$ cat src/verilog/sipc_regs.svh
/*
  Constants for the target-side information phase controller: phase codes,
  retry limits and bus turnaround timing counts.
  Assumes a 10 MHz mclk; included by bare name.
*/
`ifndef SIPC_REGS_SVH
`define SIPC_REGS_SVH

// ==========================================
// Phase line codes {C/D, I/O, MSG}
`define SIPC_PH_COMMAND    3'h4
`define SIPC_PH_DT_IN      3'h3
`define SIPC_PH_DT_OUT     3'h1
`define SIPC_PH_ST_IN      3'h2
`define SIPC_PH_ST_OUT     3'h0
`define SIPC_PH_STATUS     3'h6
`define SIPC_PH_MSG_IN     3'h7
`define SIPC_PH_MSG_OUT    3'h5

// ==========================================
// Messages and status
`define SIPC_MSG_RESTORE   8'h03
`define SIPC_STS_CHECK     8'h02
`define SIPC_SK_ABORTED    4'hB
`define SIPC_ASC_PARITY    8'h47
`define SIPC_ASC_MSGERR    8'h43

// ==========================================
// Timing: clock period and delays in ns, counts derived
`define SIPC_CLK_NS        100
`define SIPC_RELEASE_NS    400
`define SIPC_SETTLE_NS     400
`define SIPC_DESKEW_NS     45
`define SIPC_TURN_IN_CYC   ((`SIPC_RELEASE_NS + `SIPC_SETTLE_NS + `SIPC_CLK_NS - 1) / `SIPC_CLK_NS)
`define SIPC_TURN_OUT_CYC  ((`SIPC_DESKEW_NS / `SIPC_CLK_NS) < 1 ? 1 : (`SIPC_DESKEW_NS / `SIPC_CLK_NS))
`define SIPC_RETRY_LIMIT   2

`endif

$ cat src/verilog/sipc_pkg.sv
/*
  Types shared by the phase controller files.
  Assumes sipc_regs.svh for numeric constants.
*/
package sipc_pkg;
    typedef enum logic [2:0] {
        SIPC_PHASE_COMMAND,
        SIPC_PHASE_DT_IN,
        SIPC_PHASE_DT_OUT,
        SIPC_PHASE_ST_IN,
        SIPC_PHASE_ST_OUT,
        SIPC_PHASE_STATUS,
        SIPC_PHASE_MSG_IN,
        SIPC_PHASE_MSG_OUT
    } sipc_phase_e;
endpackage

$ cat src/verilog/sipc_parity.sv
/*
  Odd parity generation and checking for both data lanes.
  Assumes the caller picks which lanes are checked in each phase.
*/
`timescale 1ns/1ps
`default_nettype none
module sipc_parity
(
    input  wire logic [15:0] data,
    input  wire logic        parLo,
    input  wire logic        parHi,
    output logic             genLo,
    output logic             genHi,
    output logic             errLo,
    output logic             errHi
);
    // ==========================================
    // Odd parity: bit set when the byte has an even count of ones
    assign genLo = ~^data[7:0];
    assign genHi = ~^data[15:8];
    assign errLo = genLo != parLo;
    assign errHi = genHi != parHi;
endmodule // sipc_parity
`default_nettype wire

$ cat src/verilog/sipc_turnaround.sv
/*
  Bus turnaround timer: counts cycles after an I/O change before the target
  may drive, or before the bus counts as released.
  Assumes single clock mclk.
*/
`timescale 1ns/1ps
`default_nettype none
module sipc_turnaround #(
    parameter int CW = 4
)
(
    input  wire logic          mclk,
    input  wire logic          resetn,
    input  wire logic          start,
    input  wire logic [CW-1:0] count,
    output logic               busy
);
    logic [CW-1:0] cnt_q;

    // ==========================================
    // Load on start, count down to zero
    always_ff @(posedge mclk or negedge resetn)
    begin
        if (!resetn)
            cnt_q <= '0;
        else if (start)
            cnt_q <= count;
        else if (cnt_q != '0)
            cnt_q <= cnt_q - 1'b1;
    end

    assign busy = start || (cnt_q != '0);
endmodule // sipc_turnaround
`default_nettype wire

$ cat src/verilog/sipc_target.sv
/*
  Target-side information transfer phase controller for a parallel bus.
  Assumes the user side supplies one byte request per transfer and that
  the initiator keeps its own rules; all inputs synchronous to mclk.
*/
`timescale 1ns/1ps
`default_nettype none
`include "sipc_regs.svh"
module sipc_target
    import sipc_pkg::*;
#(
    parameter int RETRY_LIMIT = `SIPC_RETRY_LIMIT
)
(
    input  wire logic        mclk,
    input  wire logic        resetn,
    // User side
    input  wire logic        phaseReq,
    input  wire sipc_phase_e phaseSel,
    input  wire logic        wideEn,
    input  wire logic [7:0]  txByte,
    input  wire logic        txLast,
    input  wire logic        xferReq,
    output logic             xferAck,
    output logic [7:0]       rxByte,
    output logic             rxValid,
    output logic             rxAct,
    output logic             rxParErr,
    output logic             msgRetryReq,
    output logic             cmdRetryReq,
    output logic             abortReq,
    output logic [3:0]       senseKey,
    output logic [7:0]       senseCode,
    output logic             busFreeReq,
    // Bus side
    output logic             cdOut,
    output logic             ioOut,
    output logic             msgOut,
    output logic             reqOut,
    input  wire logic        ackIn,
    input  wire logic        atnIn,
    input  wire logic [15:0] dbIn,
    input  wire logic        dbParLoIn,
    input  wire logic        dbParHiIn,
    output logic [15:0]      dbOut,
    output logic             dbParLoOut,
    output logic             dbParHiOut,
    output logic             dbOe
);
    typedef enum logic [2:0] {
        ST_IDLE,
        ST_TURN,
        ST_REQ,
        ST_ACK,
        ST_RETRY
    } sipc_state_e;

    sipc_state_e   state_q, state_d;
    sipc_phase_e   phase_q;
    logic [2:0]    lines_q;
    logic [7:0]    loByte_q;
    logic          msgErr_q;
    logic [1:0]    retries_q;
    logic [3:0]    msgIdx_q;
    logic [3:0]    actedCnt_q;
    logic          reqOut_q;
    logic [15:0]   dbOut_q;
    logic          dbOe_q;
    logic          turnStart;
    logic          turnBusy;
    logic [3:0]    turnCount;
    logic          errLo;
    logic          errHi;
    logic          errHit;
    logic          inbound;
    logic          nonData;

    // ==========================================
    // Phase line code for each phase
    function automatic logic [2:0] phase_code(sipc_phase_e p);
        case (p)
            SIPC_PHASE_COMMAND: phase_code = `SIPC_PH_COMMAND;
            SIPC_PHASE_DT_IN:   phase_code = `SIPC_PH_DT_IN;
            SIPC_PHASE_DT_OUT:  phase_code = `SIPC_PH_DT_OUT;
            SIPC_PHASE_ST_IN:   phase_code = `SIPC_PH_ST_IN;
            SIPC_PHASE_ST_OUT:  phase_code = `SIPC_PH_ST_OUT;
            SIPC_PHASE_STATUS:  phase_code = `SIPC_PH_STATUS;
            SIPC_PHASE_MSG_IN:  phase_code = `SIPC_PH_MSG_IN;
            default:            phase_code = `SIPC_PH_MSG_OUT;
        endcase
    endfunction

    // ==========================================
    // Decode of direction and parity lane use
    assign inbound = lines_q[1];
    assign nonData = lines_q[2];
    assign errHit  = errLo || (!nonData && wideEn && errHi);
    assign cdOut   = lines_q[2];
    assign ioOut   = lines_q[1];
    assign msgOut  = lines_q[0];
    assign reqOut  = reqOut_q;
    assign dbOut   = dbOut_q;
    assign dbOe    = dbOe_q;
    assign turnCount = (phase_code(phaseSel) & 3'h2) != 3'h0
                     ? 4'(`SIPC_TURN_IN_CYC) : 4'(`SIPC_TURN_OUT_CYC);
    assign turnStart = (state_q == ST_IDLE) && phaseReq;

    sipc_parity u_par
    (
        .data  (dbIn),
        .parLo (dbParLoIn),
        .parHi (dbParHiIn),
        .genLo (),
        .genHi (),
        .errLo (errLo),
        .errHi (errHi)
    );

    sipc_turnaround u_turn
    (
        .mclk   (mclk),
        .resetn (resetn),
        .start  (turnStart),
        .count  (turnCount),
        .busy   (turnBusy)
    );

    // ==========================================
    // Parity driven for whatever sits on each lane
    assign dbParLoOut = ~^dbOut_q[7:0];
    assign dbParHiOut = ~^dbOut_q[15:8];

    // ==========================================
    // Handshake sequencer
    always_comb
    begin
        state_d = state_q;
        case (state_q)
            ST_IDLE:  if (phaseReq) state_d = ST_TURN;
            ST_TURN:  if (!turnBusy) state_d = ST_REQ;
            ST_REQ:   if (ackIn) state_d = ST_ACK;
            ST_ACK:
                if (!ackIn)
                begin
                    if (phase_q == SIPC_PHASE_MSG_OUT && atnIn)
                        state_d = ST_REQ;
                    else if (phase_q == SIPC_PHASE_MSG_OUT && msgErr_q
                             && retries_q < 2'(RETRY_LIMIT))
                        state_d = ST_RETRY;
                    else if (phase_q != SIPC_PHASE_MSG_OUT && !txLast)
                        state_d = ST_REQ;
                    else
                        state_d = ST_IDLE;
                end
            ST_RETRY: state_d = ST_REQ;
            default:  state_d = ST_IDLE;
        endcase
    end

    // ==========================================
    // State, phase lines and request line
    always_ff @(posedge mclk or negedge resetn)
    begin
        if (!resetn)
        begin
            state_q  <= ST_IDLE;
            phase_q  <= SIPC_PHASE_ST_OUT;
            lines_q  <= `SIPC_PH_ST_OUT;
            reqOut_q <= 1'b0;
        end
        else
        begin
            state_q <= state_d;
            if (turnStart)
            begin
                phase_q <= phaseSel;
                lines_q <= phase_code(phaseSel);
            end
            reqOut_q <= (state_d == ST_REQ) && (inbound ? xferReq || state_q == ST_REQ : 1'b1);
        end
    end

    // ==========================================
    // Data drive: a wide pair in one transfer, staged low byte on the low lane and current byte on the high lane, or zero there when txLast is set
    always_ff @(posedge mclk or negedge resetn)
    begin
        if (!resetn)
        begin
            dbOut_q  <= 16'h0000;
            dbOe_q   <= 1'b0;
        end
        else
        begin
            dbOe_q <= inbound && (state_d == ST_REQ || state_d == ST_ACK);
            if (inbound && state_q != ST_REQ && state_d == ST_REQ)
            begin
                if (wideEn && !nonData)
                    dbOut_q <= {txLast ? 8'h00 : txByte, loByte_q};
                else
                    dbOut_q <= {8'h00, txByte};
            end
        end
    end

    // ==========================================
    // User acknowledge of each sent byte and low byte staging
    always_ff @(posedge mclk or negedge resetn)
    begin
        if (!resetn)
            loByte_q <= 8'h00;
        else if (xferReq)
            loByte_q <= txByte;
    end
    assign xferAck = (state_q == ST_REQ) && ackIn;

    // ==========================================
    // Received bytes, parity errors and message replay tracking
    always_ff @(posedge mclk or negedge resetn)
    begin
        if (!resetn)
        begin
            rxByte     <= 8'h00;
            rxValid    <= 1'b0;
            rxAct      <= 1'b0;
            rxParErr   <= 1'b0;
            msgErr_q   <= 1'b0;
            msgIdx_q   <= 4'h0;
            actedCnt_q <= 4'h0;
            retries_q  <= 2'h0;
        end
        else
        begin
            rxValid  <= 1'b0;
            rxAct    <= 1'b0;
            rxParErr <= 1'b0;
            if (turnStart)
            begin
                msgIdx_q <= 4'h0;
                msgErr_q <= 1'b0;
                if (phaseSel != SIPC_PHASE_MSG_OUT)
                    actedCnt_q <= 4'h0;
                // Command retries outlive the restore pointers message in between
                if (phaseSel != SIPC_PHASE_COMMAND && phaseSel != SIPC_PHASE_MSG_IN)
                    retries_q <= 2'h0;
            end
            else if (state_q == ST_RETRY)
            begin
                msgIdx_q  <= 4'h0;
                msgErr_q  <= 1'b0;
                retries_q <= retries_q + 2'h1;
            end
            else if (state_q == ST_ACK && state_d == ST_IDLE && msgErr_q)
            begin
                if (phase_q == SIPC_PHASE_COMMAND && retries_q < 2'(RETRY_LIMIT))
                    retries_q <= retries_q + 2'h1;
                else
                    retries_q <= 2'h0;
            end
            else if (!inbound && state_q == ST_REQ && ackIn)
            begin
                rxByte   <= dbIn[7:0];
                rxValid  <= 1'b1;
                rxParErr <= errHit;
                if (errHit)
                    msgErr_q <= 1'b1;
                msgIdx_q <= msgIdx_q + 4'h1;
                // Act only on clean bytes not acted on before
                if (!errHit && !msgErr_q && msgIdx_q >= actedCnt_q)
                begin
                    rxAct      <= 1'b1;
                    actedCnt_q <= msgIdx_q + 4'h1;
                end
            end
        end
    end

    // ==========================================
    // Exception reporting: message retry within message out, the rest after a phase ends
    always_ff @(posedge mclk or negedge resetn)
    begin
        if (!resetn)
        begin
            cmdRetryReq <= 1'b0;
            msgRetryReq <= 1'b0;
            abortReq    <= 1'b0;
            busFreeReq  <= 1'b0;
            senseKey    <= 4'h0;
            senseCode   <= 8'h00;
        end
        else
        begin
            cmdRetryReq <= 1'b0;
            msgRetryReq <= state_q == ST_RETRY;
            abortReq    <= 1'b0;
            busFreeReq  <= 1'b0;
            if (state_q == ST_ACK && state_d == ST_IDLE && msgErr_q)
            begin
                if (phase_q == SIPC_PHASE_COMMAND && retries_q < 2'(RETRY_LIMIT))
                    cmdRetryReq <= 1'b1;
                else if (phase_q == SIPC_PHASE_MSG_OUT)
                begin
                    abortReq  <= 1'b1;
                    senseKey  <= `SIPC_SK_ABORTED;
                    senseCode <= `SIPC_ASC_MSGERR;
                end
                else
                begin
                    abortReq  <= 1'b1;
                    senseKey  <= `SIPC_SK_ABORTED;
                    senseCode <= `SIPC_ASC_PARITY;
                end
            end
            else if (state_q == ST_ACK && state_d == ST_IDLE && phase_q == SIPC_PHASE_MSG_OUT)
                busFreeReq <= 1'b0;
        end
    end
endmodule // sipc_target
`default_nettype wire

$ cat config.mk
export PLATFORM = sky130hd
export DESIGN_NAME = sipc_target
export DESIGN_NICKNAME = d
export VERILOG_FILES = /design/src/verilog/sipc_pkg.sv /design/src/verilog/sipc_parity.sv /design/src/verilog/sipc_turnaround.sv /design/src/verilog/sipc_target.sv
export VERILOG_INCLUDE_DIRS = /design/src /design/src/verilog
export SDC_FILE = /design/constraint.sdc
export NUM_CORES = 1
export LEC_CHECK = 0
export BUFFER_PORTS_ARGS = -buffer_cell sky130_fd_sc_hd__buf_4
export CELL_PAD_IN_SITES_DETAIL_PLACEMENT = 1
export CELL_PAD_IN_SITES_GLOBAL_PLACEMENT = 1
export CORE_AREA = 4 4 125 79
export DETAILED_ROUTE_END_ITERATION = 8
export DIE_AREA = 0 0 129 83
export GPL_TIMING_DRIVEN = 0
export PLACE_DENSITY = 0.83
export SLEW_MARGIN = 40
export SYNTH_ARGS = -nofsm -noshare
export SYNTH_HDL_FRONTEND = slang
export SYNTH_HIERARCHICAL = 1
export SYNTH_SLANG_ARGS = --single-unit
$ cat constraint.sdc
create_clock -name mclk -period 3.7 [get_ports mclk]
set_input_delay 0.555 -clock mclk [delete_from_list [all_inputs] [get_ports mclk]]
set_output_delay 0.555 -clock mclk [all_outputs]
set_load 0.02 [all_outputs]
---- After elaboration in Yosys (flattened, before gate mapping) ----
Cells that the tools add are included.
storage, ports and cells
  register bits ........................... 73
  latch bits .............................. 0
  RAM bits ................................ 0
  bits in read-only memories .............. 0
  bits of input ports ..................... 37
  output and inout port bits .............. 51
  word-level logic and storage cells ...... 158
  memories ................................ 0
operators by class
  $add $sub $neg .......................... 3
  multipliers ............................. 0
  divide/modulo/power cells ............... 0
  $lt $le $gt $ge ......................... 2
  equality and inequality tests ........... 24
  shift-type cells ........................ 0
  multiplexer cells ....................... 53
  bitwise logic cells ..................... 4
  reduce and logical (&&, ||, !) cells .... 51
operators with widths
  kind                                                    number
  two-way mux 4 bit                                       13
  XNOR reduction 8 bit                                    4
  two-way mux 1 bit                                       23
  two-way mux 3 bit                                       7
  case mux 3 bit (7 select lines)                         1
  logical AND 1 bit                                       20
  equality test 3 x 2 -> 1 bit (second input constant)    6
  two-way mux 16 bit                                      1
  equality test 3 bit (second input constant)             5
  case mux 3 bit (5 select lines)                         1
  logical NOT 3 bit                                       4
  two-way mux 2 bit                                       6
  nonzero test 3 bit                                      4
  inequality test 3 bit (second input constant)           3
  two-way mux 8 bit                                       1
  equality test 3 x 1 -> 1 bit (second input constant)    2
  inequality test 3 x 2 -> 1 bit (second input constant)  2
  AND reduction 2 bit                                     3
  nonzero test 2 bit                                      3
  logical NOT 1 bit                                       5
  AND reduction 5 bit                                     1
  adder 4 x 1 -> 4 bit (second input constant)            1
  greater-or-equal comparator 4 bit                       1
  logical OR 1 bit                                        4
  10 further kinds                                        16

---- Logic depth before layout (Yosys ltp) ----
Gate-level depths: netlist of run 1.
  depth in word-level cells ............... 13
  gate-level depth with buffers ........... 11
  depth with buffers taken out ............ 8

---- Cells and area by module ----
The synthesis of run 1 kept the hierarchy.
modules (own cells, without submodules)
  module           instances  cells each  area an instance (µm²)  sequential area each (µm²)
  sipc_target      1          289         3096.7                  1552.7
  sipc_turnaround  1          27          239.0                   100.1
  sipc_parity      1          16          167.7                   0.0

---- Worst setup path before layout of run 1 ----
No wires, ideal clock.
  path kind ............................... input -> register
  from .................................... input port phaseReq
  to ...................................... register dbOut_q[0] (netlist: dbOut[0])
  setup time .............................. 0.125 ns
  data arrival time ....................... 3.218 ns
  required time ........................... 3.575 ns
  path slack .............................. 0.356 ns
  stages .................................. 10
  buffers on the path ..................... 3
  cells stage by stage .................... nor4b_2 -> clkbuf_1 -> or4b_1 -> buf_2 -> nor3b_1 -> o31ai_1 -> a31o_1 -> nor4_4 -> buf_6 -> mux2_4
between the ends
  word-level cells in the longest chain between the ends .. 6
  elaborated cells between the ends (all ways) .. 7
  those cells by class .................... 1 x eq/ne; 3 x mux; 3 x reduce/logical
ends and longest elaborated chain
  what                             line                   RTL
  start, declared                  sipc_target.sv:18      input wire logic phaseReq,
  logical AND 1 bit                sipc_target.sv:106     assign turnStart = (state_q == ST_IDLE) && phaseReq;
  named net turnStart              sipc_target.sv:69      logic turnStart;
  logical OR 1 bit                 sipc_turnaround.sv:32  assign busy = start || (cnt_q != '0);
  named net turnBusy               sipc_target.sv:70      logic turnBusy;
  two-way mux 3 bit                sipc_target.sv:140     ST_TURN: if (!turnBusy) state_d = ST_REQ;
  case mux 3 bit (5 select lines)  sipc_target.sv:138     case (state_q)
  equality test 3 x 2 -> 1 bit     sipc_target.sv:195     if (inbound && state_q != ST_REQ && state_d == ST_REQ)
  logical AND 1 bit                sipc_target.sv:195
  end signal, assigned             sipc_target.sv:198     dbOut_q <= {txLast ? 8'h00 : txByte, loByte_q};
  end signal, assigned             sipc_target.sv:200     dbOut_q <= {8'h00, txByte};
  end, declared                    sipc_target.sv:67      logic [15:0] dbOut_q;
The timed path passes the listed nets, and every way through them passes these cells.
A chain may end at the register's enable or synchronous reset.

---- Worst setup path after layout of run 1 ----
  from .................................... register state_q[1]
  to ...................................... register dbOut_q[4] (netlist: dbOut[4])
between the ends
  word-level cells in the longest chain between the ends .. 7
  elaborated cells between the ends (all ways) .. 16
  those cells by class .................... 6 x eq/ne; 5 x mux; 5 x reduce/logical
ends and longest elaborated chain
  what                             line                   RTL
  start, declared                  sipc_target.sv:58      sipc_state_e state_q, state_d;
  start signal, assigned           sipc_target.sv:173     state_q <= state_d;
  logical NOT 3 bit                sipc_target.sv:106
  logical AND 1 bit                sipc_target.sv:106
  named net turnStart              sipc_target.sv:69
  logical OR 1 bit                 sipc_turnaround.sv:32
  named net turnBusy               sipc_target.sv:70
  two-way mux 3 bit                sipc_target.sv:140
  case mux 3 bit (5 select lines)  sipc_target.sv:138
  equality test 3 x 2 -> 1 bit     sipc_target.sv:195
  logical AND 1 bit                sipc_target.sv:195
The timed path passes the listed nets, and every way through them passes these cells.

==> tab_implementation.tex, run 1 <==
\begin{tabular}{lr}
\hline
Metric & Value \\
\hline
\multicolumn{2}{l}{\textbf{Run status}} \\
\quad Outcome & complete, no violations \\
\multicolumn{2}{l}{\textbf{Placement}} \\
\quad Cell area reported after detailed placement & 0.00431 mm2 \\
\quad Setup slack after placement & -0.191 ns \\
\quad Count of input and output buffers & 80 \\
\quad Placer's final routability congestion estimate & between 0.7 and 0.8 \\
\quad \# placed instances & 535 \\
\quad Detailed Place HPWL & between 6000 and 7000 um \\
\multicolumn{2}{l}{\textbf{STA}} \\
\quad Setup-violating endpoint count in the final report & 0 \\
\quad Highest attainable clock frequency & roughly 290 MHz \\
\quad Number of hold-slack violations in the final timing report & 0 \\
\quad Worst setup margin & 0.250 ns \\
\quad Max-slew violation total from the final report & 0 \\
\quad Pin slew with the least headroom to its limit & 0.787 ns \\
\quad Period utilization & 93.2\% \\
\quad Post-route minimum period & 3.45 ns \\
\quad Post-route worst hold slack & $\sim$0.083 ns \\
\quad Max-slew headroom & between 40\% and 50\% \\
\quad Setup clock skew after layout & 0.00606 ns \\
\quad Setup TNS after final layout & 0 ns \\
\quad RSZ-0062 raised after global routing & no \\
\multicolumn{2}{l}{\textbf{Setup path}} \\
\quad Launch point of the worst reg-to-reg path & state\_q[1] \\
\quad Startpoint-to-endpoint class of the critical path & reg -> reg \\
\quad Data arrival time of the critical path & roughly 3.7 ns \\
\quad Register-to-register setup slack & 0.25 ns \\
\quad Required @ worst endpoint & approximately 4 ns \\
\quad Type of destination of the critical path & register \\
\quad Crit-path max FO & 16 \\
\quad Worst Setup Start Kind & register \\
\quad Reg2Reg Capture Point & dbOut[4] \\
\quad R2R depth & 11 \\
\multicolumn{2}{l}{\textbf{CTS}} \\
\quad Maximum count of clock buffers along a single path & 2 \\
\quad Clock edge transition at the registers on the reported setup and hold paths & 0.05 ns \\
\quad TritonCTS clock tree & yes \\
\quad CTS Hold Bufs & 0 \\
\quad Root buffer cell & sky130\_fd\_sc\_hd\_\_clkbuf\_16 \\
\quad Number of buffers inserted during clock tree synthesis & 9 \\
\quad Clock latency at the later pin of the worst-skew pair & between 0.3 and 0.4 ns \\
\quad Clock Sinks & 66 \\
\quad CTS HTree Levels & 3 \\
\multicolumn{2}{l}{\textbf{Final layout}} \\
\quad Number of antenna cells inserted & 0 \\
\quad Number of standard cells in the final layout excluding fillers & 552 \\
\quad Area growth syn-to-layout & 32.4\% \\
\quad Layout net count & 476 \\
\quad Design area & 0.00462 mm2 \\
\quad Fraction of final layout cells with drive strength greater than 1 & 33.7\% \\
\quad Final core utilization & 52.2\% \\
\multicolumn{2}{l}{\textbf{Drt}} \\
\quad Count of nets left with antenna violations after detail routing & 0 \\
\quad Detailed-route wire length & approximately 9100 um \\
\quad Vias after detailed routing & 2,756 \\
\quad Wire length per cell after detailed routing & roughly 17 um \\
\quad Pre-antenna DRT Iters & 4 \\
\quad DRT iter0 DRCs & 138 \\
\quad Vias per cell & 4.99 \\
\quad Remaining DRCs & 0 \\
\multicolumn{2}{l}{\textbf{GRT}} \\
\quad Initial antenna violation count & 0 \\
\quad Number of global-route vias before repair & 2,950 \\
\quad First-pass GRT wire length & 15,200 um \\
\quad Global Route Usage Sum & 17.9\% \\
\quad Total congestion overflow & 0 \\
\quad Maximum number of pins on one net before global-route repair & 30 \\
\multicolumn{2}{l}{\textbf{Floorplanning}} \\
\quad Die area & around 0.011 mm2 \\
\quad IO Pins & 88 \\
\quad Die extent in x & around 130 um \\
\quad Initial cell density of the core & 39.4\% \\
\quad Standard-cell rows & 27 \\
\quad Placeable Area & 0.00885 mm2 \\
\quad Die Ht & around 83 um \\
\multicolumn{2}{l}{\textbf{Synthesis}} \\
\quad Mapped cell area & 0.00349 mm2 \\
\quad Post-synthesis average cell area & 10.6 um2 \\
\quad Synth Instances & 330 \\
\quad Number of warning messages in the yosys log & 6 \\
\multicolumn{2}{l}{\textbf{Run}} \\
\quad Max Cap Viol & 0 \\
\multicolumn{2}{l}{\textbf{Power and ir drop}} \\
\quad Final Total Pwr & 3.59 mW \\
\quad Highest ir drop seen on vdd & 0.496 mV \\
\quad Power per cell area & 777 mW/mm2 \\
\quad Leakage dissipation & 2.20 nW \\
\multicolumn{2}{l}{\textbf{Worst hold path}} \\
\quad Hold crit path type & in -> async \\
\hline
\end{tabular}
## critical path, stage by stage (launching register included)
cell                       delay, ns
sky130_fd_sc_hd__dfrtp_1        0.42
sky130_fd_sc_hd__buf_2          0.27
sky130_fd_sc_hd__nor4b_4        0.10
sky130_fd_sc_hd__clkbuf_2       0.27
sky130_fd_sc_hd__or4b_1         0.55
sky130_fd_sc_hd__buf_2          0.18
sky130_fd_sc_hd__nor3b_1        0.35
sky130_fd_sc_hd__o31ai_1        0.11
sky130_fd_sc_hd__a31o_1         0.26
sky130_fd_sc_hd__nor4_4         0.26
sky130_fd_sc_hd__buf_4          0.21
sky130_fd_sc_hd__mux2_2         0.34
## where the power goes
group / internal (mW) / leakage, nW / switching [mW]
combinational: 0.770 / 1.22 / 0.837
clock: 0.533 / 0.142 / 0.289
sequential: 0.947 / 0.842 / 0.212
## cell usage in the layout, fill, tap and decap left out, types with 9 or more instances in the layout
| cell type | instances |
|---|---|
| sky130_fd_sc_hd__buf_4 | 93 |
| sky130_fd_sc_hd__dfrtp_1 | 65 |
| sky130_fd_sc_hd__nand2_1 | 41 |
| sky130_fd_sc_hd__xnor2_1 | 31 |
| sky130_fd_sc_hd__mux2_2 | 25 |
| sky130_fd_sc_hd__inv_1 | 23 |
| sky130_fd_sc_hd__nor2_1 | 19 |
| sky130_fd_sc_hd__mux2i_1 | 10 |
| sky130_fd_sc_hd__a21oi_1 | 10 |
| sky130_fd_sc_hd__clkbuf_16 | 9 |
## final cells by class
class	count	area [um2]
well taps	116	145
fillers	986	4230
clock buffers	12	246
plain buffers	22	138
inverters	23	86.3
flip-flops and latches	66	1650
multi-input cells	226	1650
clock inverters	3	40.0
repair buffers	84	663
## timing repair
item | CTS | global route
gates cloned | 0 | 0
setup endpoints to repair | 2 | 11
gates resized for setup | 0 | 3
setup buffers | 2 | 0
pin swaps | 1 | 0
## registers in the layout, indices dropped and copies added (netlist names), 2 cells and up
| name | flops |
|---|---|
| retries_q | 2 |
| msgIdx_q | 4 |
| loByte_q | 8 |
| state_q | 3 |
| dbOut | 16 |
| phase_q | 3 |
| rxByte | 8 |
| senseCode | 2 |
| u_turn/cnt_q | 4 |
| actedCnt_q | 4 |
| lines_q | 3 |
## worst max path at each step
| stage | from | end | slack [ns] | cells past startpoint |
|---|---|---|---|---|
| final | state_q[1] | dbOut[4] | 0.25 | 11 |
| after global routing | state_q[1] | dbOut[1] | 0.06 | 11 |
| after detailed placement | phaseReq | dbOut[1] | -0.19 | 11 |
| after floorplan | phaseReq | dbOut[0] | 0.36 | 10 |
| after CTS | state_q[1] | senseCode[1] | 0.05 | 10 |
| after global placement | phaseReq | dbOut[1] | -0.13 | 11 |
## routing by layer
metal,wire (um),global-route usage (%)
met1,4230,24.6
met2,4170,27.2
met3,594,5.01
met4,150,5.72
met5,0,0
Note: power is estimated with default switching activity, not from simulation.
==> run 2, diff against run 1 <==
--- a/config.mk
+++ b/config.mk
@@ -9,11 +9,11 @@
 export BUFFER_PORTS_ARGS = -buffer_cell sky130_fd_sc_hd__buf_4
 export CELL_PAD_IN_SITES_DETAIL_PLACEMENT = 1
 export CELL_PAD_IN_SITES_GLOBAL_PLACEMENT = 1
-export CORE_AREA = 4 4 125 79
+export CORE_AREA = 4 4 158 99
 export DETAILED_ROUTE_END_ITERATION = 8
-export DIE_AREA = 0 0 129 83
+export DIE_AREA = 0 0 162 103
 export GPL_TIMING_DRIVEN = 0
-export PLACE_DENSITY = 0.83
+export PLACE_DENSITY = 0.57
 export SLEW_MARGIN = 40
 export SYNTH_ARGS = -nofsm -noshare
 export SYNTH_HDL_FRONTEND = slang
==> run 2 against run 1 <==
Die area rose by 56%. Maximum frequency fell by 0.80%. Worst hold slack improved by 0.13 ns. Clock-buffer cell count did not move. Critical path depth did not move. Core utilization fell by 19 points. Final cell count rose by 15%.
==> tab_implementation.tex, run 2 (same netlist as run 1, synthesis figures left out) <==
\begin{tabular}{lr}
\hline
Metric & Value \\
\hline
\multicolumn{2}{l}{\textbf{Placement}} \\
\quad Setup slack after placement & -0.388 ns (-0.197 ns) \\
\quad Detailed Place HPWL & 7190 um (+3.0\%) \\
\quad Count of input and output buffers & 80 (unchanged) \\
\quad Placer's final routability congestion estimate & 0.812 (+3.3\%) \\
\multicolumn{2}{l}{\textbf{Setup path}} \\
\quad Buffers plus inverters on the worst setup path & 4 (unchanged) \\
\quad Crit-path max FO & 16 (unchanged) \\
\quad Launch point of the worst reg-to-reg path & state\_q[1] \\
\quad Type of destination of the critical path & register \\
\quad Reg2Reg Capture Point & dbOut[1] \\
\quad Worst Setup Start Kind & register \\
\quad Cell occurring most often along the worst timing path & sky130\_fd\_sc\_hd\_\_buf\_2 \\
\quad Register-to-register setup slack & 0.22 ns (-0.03 ns) \\
\quad Max stage delay cell, worst path & sky130\_fd\_sc\_hd\_\_or4b\_1 \\
\quad Family with the most delay on the worst path & simple AND/OR/NAND/NOR gates \\
\quad Data arrival time of the critical path & 3.69 ns (+0.03 ns) \\
\quad R2R depth & 11 (unchanged) \\
\quad Startpoint-to-endpoint class of the critical path & reg -> reg \\
\quad Stage delay of the slowest cell on the critical path & 0.56 ns (about the same) \\
\quad Cells traversed along the worst timing path & buf\_2 -> nor4b\_4 -> clkbuf\_2 -> or4b\_1 -> buf\_2 -> nor3b\_1 -> o31ai\_1 -> a31o\_1 -> nor4\_4 -> buf\_6 -> mux2\_4 \\
\quad Required @ worst endpoint & 3.91 ns (about the same) \\
\multicolumn{2}{l}{\textbf{STA}} \\
\quad Setup-violating endpoint count in the final report & 0 (unchanged) \\
\quad Max-slew headroom & 52.7\% (+6.5 points) \\
\quad Max-slew violation total from the final report & 0 (unchanged) \\
\quad Setup clock skew after layout & 0.00622 ns (+0.000158 ns) \\
\quad Highest attainable clock frequency & 288 MHz (-0.80\%) \\
\quad Number of hold-slack violations in the final timing report & 0 (unchanged) \\
\quad Period utilization & 94.0\% (+0.75 points) \\
\quad Post-route minimum period & 3.48 ns (+0.0278 ns) \\
\quad Worst setup margin & 0.222 ns (-0.0278 ns) \\
\quad Pin slew with the least headroom to its limit & 0.703 ns (-0.0842 ns) \\
\multicolumn{2}{l}{\textbf{Drt}} \\
\quad Detailed-route wire length & 9350 um (+2.3\%) \\
\quad Vias after detailed routing & 2,664 (-3.3\%) \\
\quad DRT iter0 DRCs & 79 (-43\%) \\
\quad Pre-antenna DRT Iters & 4 (unchanged) \\
\quad Vias per cell & 4.21 (-16\%) \\
\quad Remaining DRCs & 0 (unchanged) \\
\quad Count of nets left with antenna violations after detail routing & 0 (unchanged) \\
\quad Wire length per cell after detailed routing & 14.8 um (-11\%) \\
\multicolumn{2}{l}{\textbf{CTS}} \\
\quad Maximum count of clock buffers along a single path & 2 (unchanged) \\
\quad CTS Hold Bufs & 0 (unchanged) \\
\quad Number of buffers inserted during clock tree synthesis & 9 (unchanged) \\
\quad Clock latency at the later pin of the worst-skew pair & 0.33 ns (about the same) \\
\quad Clock Sinks & 66 (unchanged) \\
\quad Root buffer cell & sky130\_fd\_sc\_hd\_\_clkbuf\_16 \\
\quad Clock edge transition at the registers on the reported setup and hold paths & 0.06 ns (about the same) \\
\quad TritonCTS clock tree & yes \\
\quad CTS HTree Levels & 3 (unchanged) \\
\multicolumn{2}{l}{\textbf{Floorplanning}} \\
\quad Die extent in x & 162 um (+26\%) \\
\quad Die Ht & 103 um (+24\%) \\
\quad Placeable Area & 0.0142 mm2 (+61\%) \\
\quad Standard-cell rows & 34 (+26\%) \\
\quad Initial cell density of the core & 24.5\% (-15 points) \\
\quad Die area & 0.0167 mm2 (+56\%) \\
\quad IO Pins & 88 (unchanged) \\
\multicolumn{2}{l}{\textbf{GRT}} \\
\quad Maximum number of pins on one net before global-route repair & 67 (+120\%) \\
\quad Initial antenna violation count & 0 (unchanged) \\
\quad Number of global-route vias before repair & 2,897 (-1.8\%) \\
\quad Global Route Usage Sum & 11.9\% (-6.0 points) \\
\quad Total congestion overflow & 0 (unchanged) \\
\quad First-pass GRT wire length & 15,400 um (+1.5\%) \\
\multicolumn{2}{l}{\textbf{Final layout}} \\
\quad Commonest non-fill, non-tap cells in the layout & 92 x sky130\_fd\_sc\_hd\_\_buf\_4, 65 x sky130\_fd\_sc\_hd\_\_dfrtp\_1, 41 x sky130\_fd\_sc\_hd\_\_nand2\_1 \\
\quad Final core utilization & 33.3\% (-19 points) \\
\quad Layout net count & 474 (-0.42\%) \\
\quad Fraction of final layout cells with drive strength greater than 1 & 34.0\% (+0.31 points) \\
\quad Area growth syn-to-layout & 35.7\% \\
\quad Max FFs per register & 16 (unchanged) \\
\quad Most frequent standard cell in the layout excluding fill and tap cells & sky130\_fd\_sc\_hd\_\_buf\_4 \\
\quad Number of antenna cells inserted & 0 (unchanged) \\
\quad Number of fill cells in the layout & 1,647 (+67\%) \\
\multicolumn{2}{l}{\textbf{Power and ir drop}} \\
\quad Leakage dissipation & 2.20 nW (about the same) \\
\quad Power per cell area & 790 mW/mm2 (+1.6\%) \\
\quad Highest ir drop seen on vdd & 0.550 mV (+11\%) \\
\multicolumn{2}{l}{\textbf{Run status}} \\
\quad Outcome & complete, no violations \\
\multicolumn{2}{l}{\textbf{Run}} \\
\quad Max Cap Viol & 0 (unchanged) \\
\multicolumn{2}{l}{\textbf{Worst hold path}} \\
\quad Hold crit path type & in -> async \\
\hline
\end{tabular}
## run 2: area by class of cell
class | count | area [um2] | area share, %
buffer | 22 | 138 | 2.91
multi-input combinational | 226 | 1650 | 34.8
timing repair buffer | 82 | 619 | 13.1
clock buffer | 12 | 267 | 5.63
clock inverter | 4 | 72.6 | 1.53
inverter | 23 | 86.3 | 1.83
sequential | 66 | 1650 | 34.9
tap | 198 | 248 | 5.24
## run 2: power breakdown
group / internal, mW / switching (mW) / total [mW]
logic: 0.766 / 0.866 / 1.63
clock network: 0.643 / 0.310 / 0.954
registers: 0.947 / 0.205 / 1.15
## run 2: metrics by stage
step | setup TNS [ns] | std cells | power [mW] | area, um2 | hold slack [ns]
5_1_grt | -0.00202 | 633 | 4.00 | 4730 | 0.289
3_5_place_dp | -3.90 | 615 | 2.81 | 4360 | 0.470
2_1_floorplan | 0 | 337 | 2.16 | 3510 | 0.259
3_3_place_gp | -2.86 | 615 | 2.75 | 4360 | 0.470
6_report | 0 | 633 | 3.74 | 4730 | 0.215
4_1_cts | 0 | 633 | 3.80 | 4720 | 0.255
## run 2: worst max path at each step
stage / depth (start not counted) / startpoint / end / slack [ns]
6_report: 11 / state_q[1] / dbOut[1] / 0.22
4_1_cts: 10 / state_q[0] / senseCode[1] / 0.11
3_3_place_gp: 11 / phaseReq / dbOut[1] / -0.33
2_1_floorplan: 10 / phaseReq / dbOut[0] / 0.36
3_5_place_dp: 11 / phaseReq / dbOut[1] / -0.39
5_1_grt: 11 / state_q[1] / dbOut[5] / -0.002
## run 2: repair_timing
item	CTS	global route
pin swaps	1	0
gates resized for setup	1	1
setup endpoints to repair	18	6
setup buffers	2	0
## run 2: per-layer routing
layer | GRT usage (%) | vias to the layer above | part of all wire, %
met5 | 0 | - | 0
met4 | 3.77 | 0 | 1.2
met3 | 3.32 | 12 | 5.0
met2 | 17.6 | 61 | 42
met1 | 16.8 | 1292 | 52
li1 | - | 1299 | -
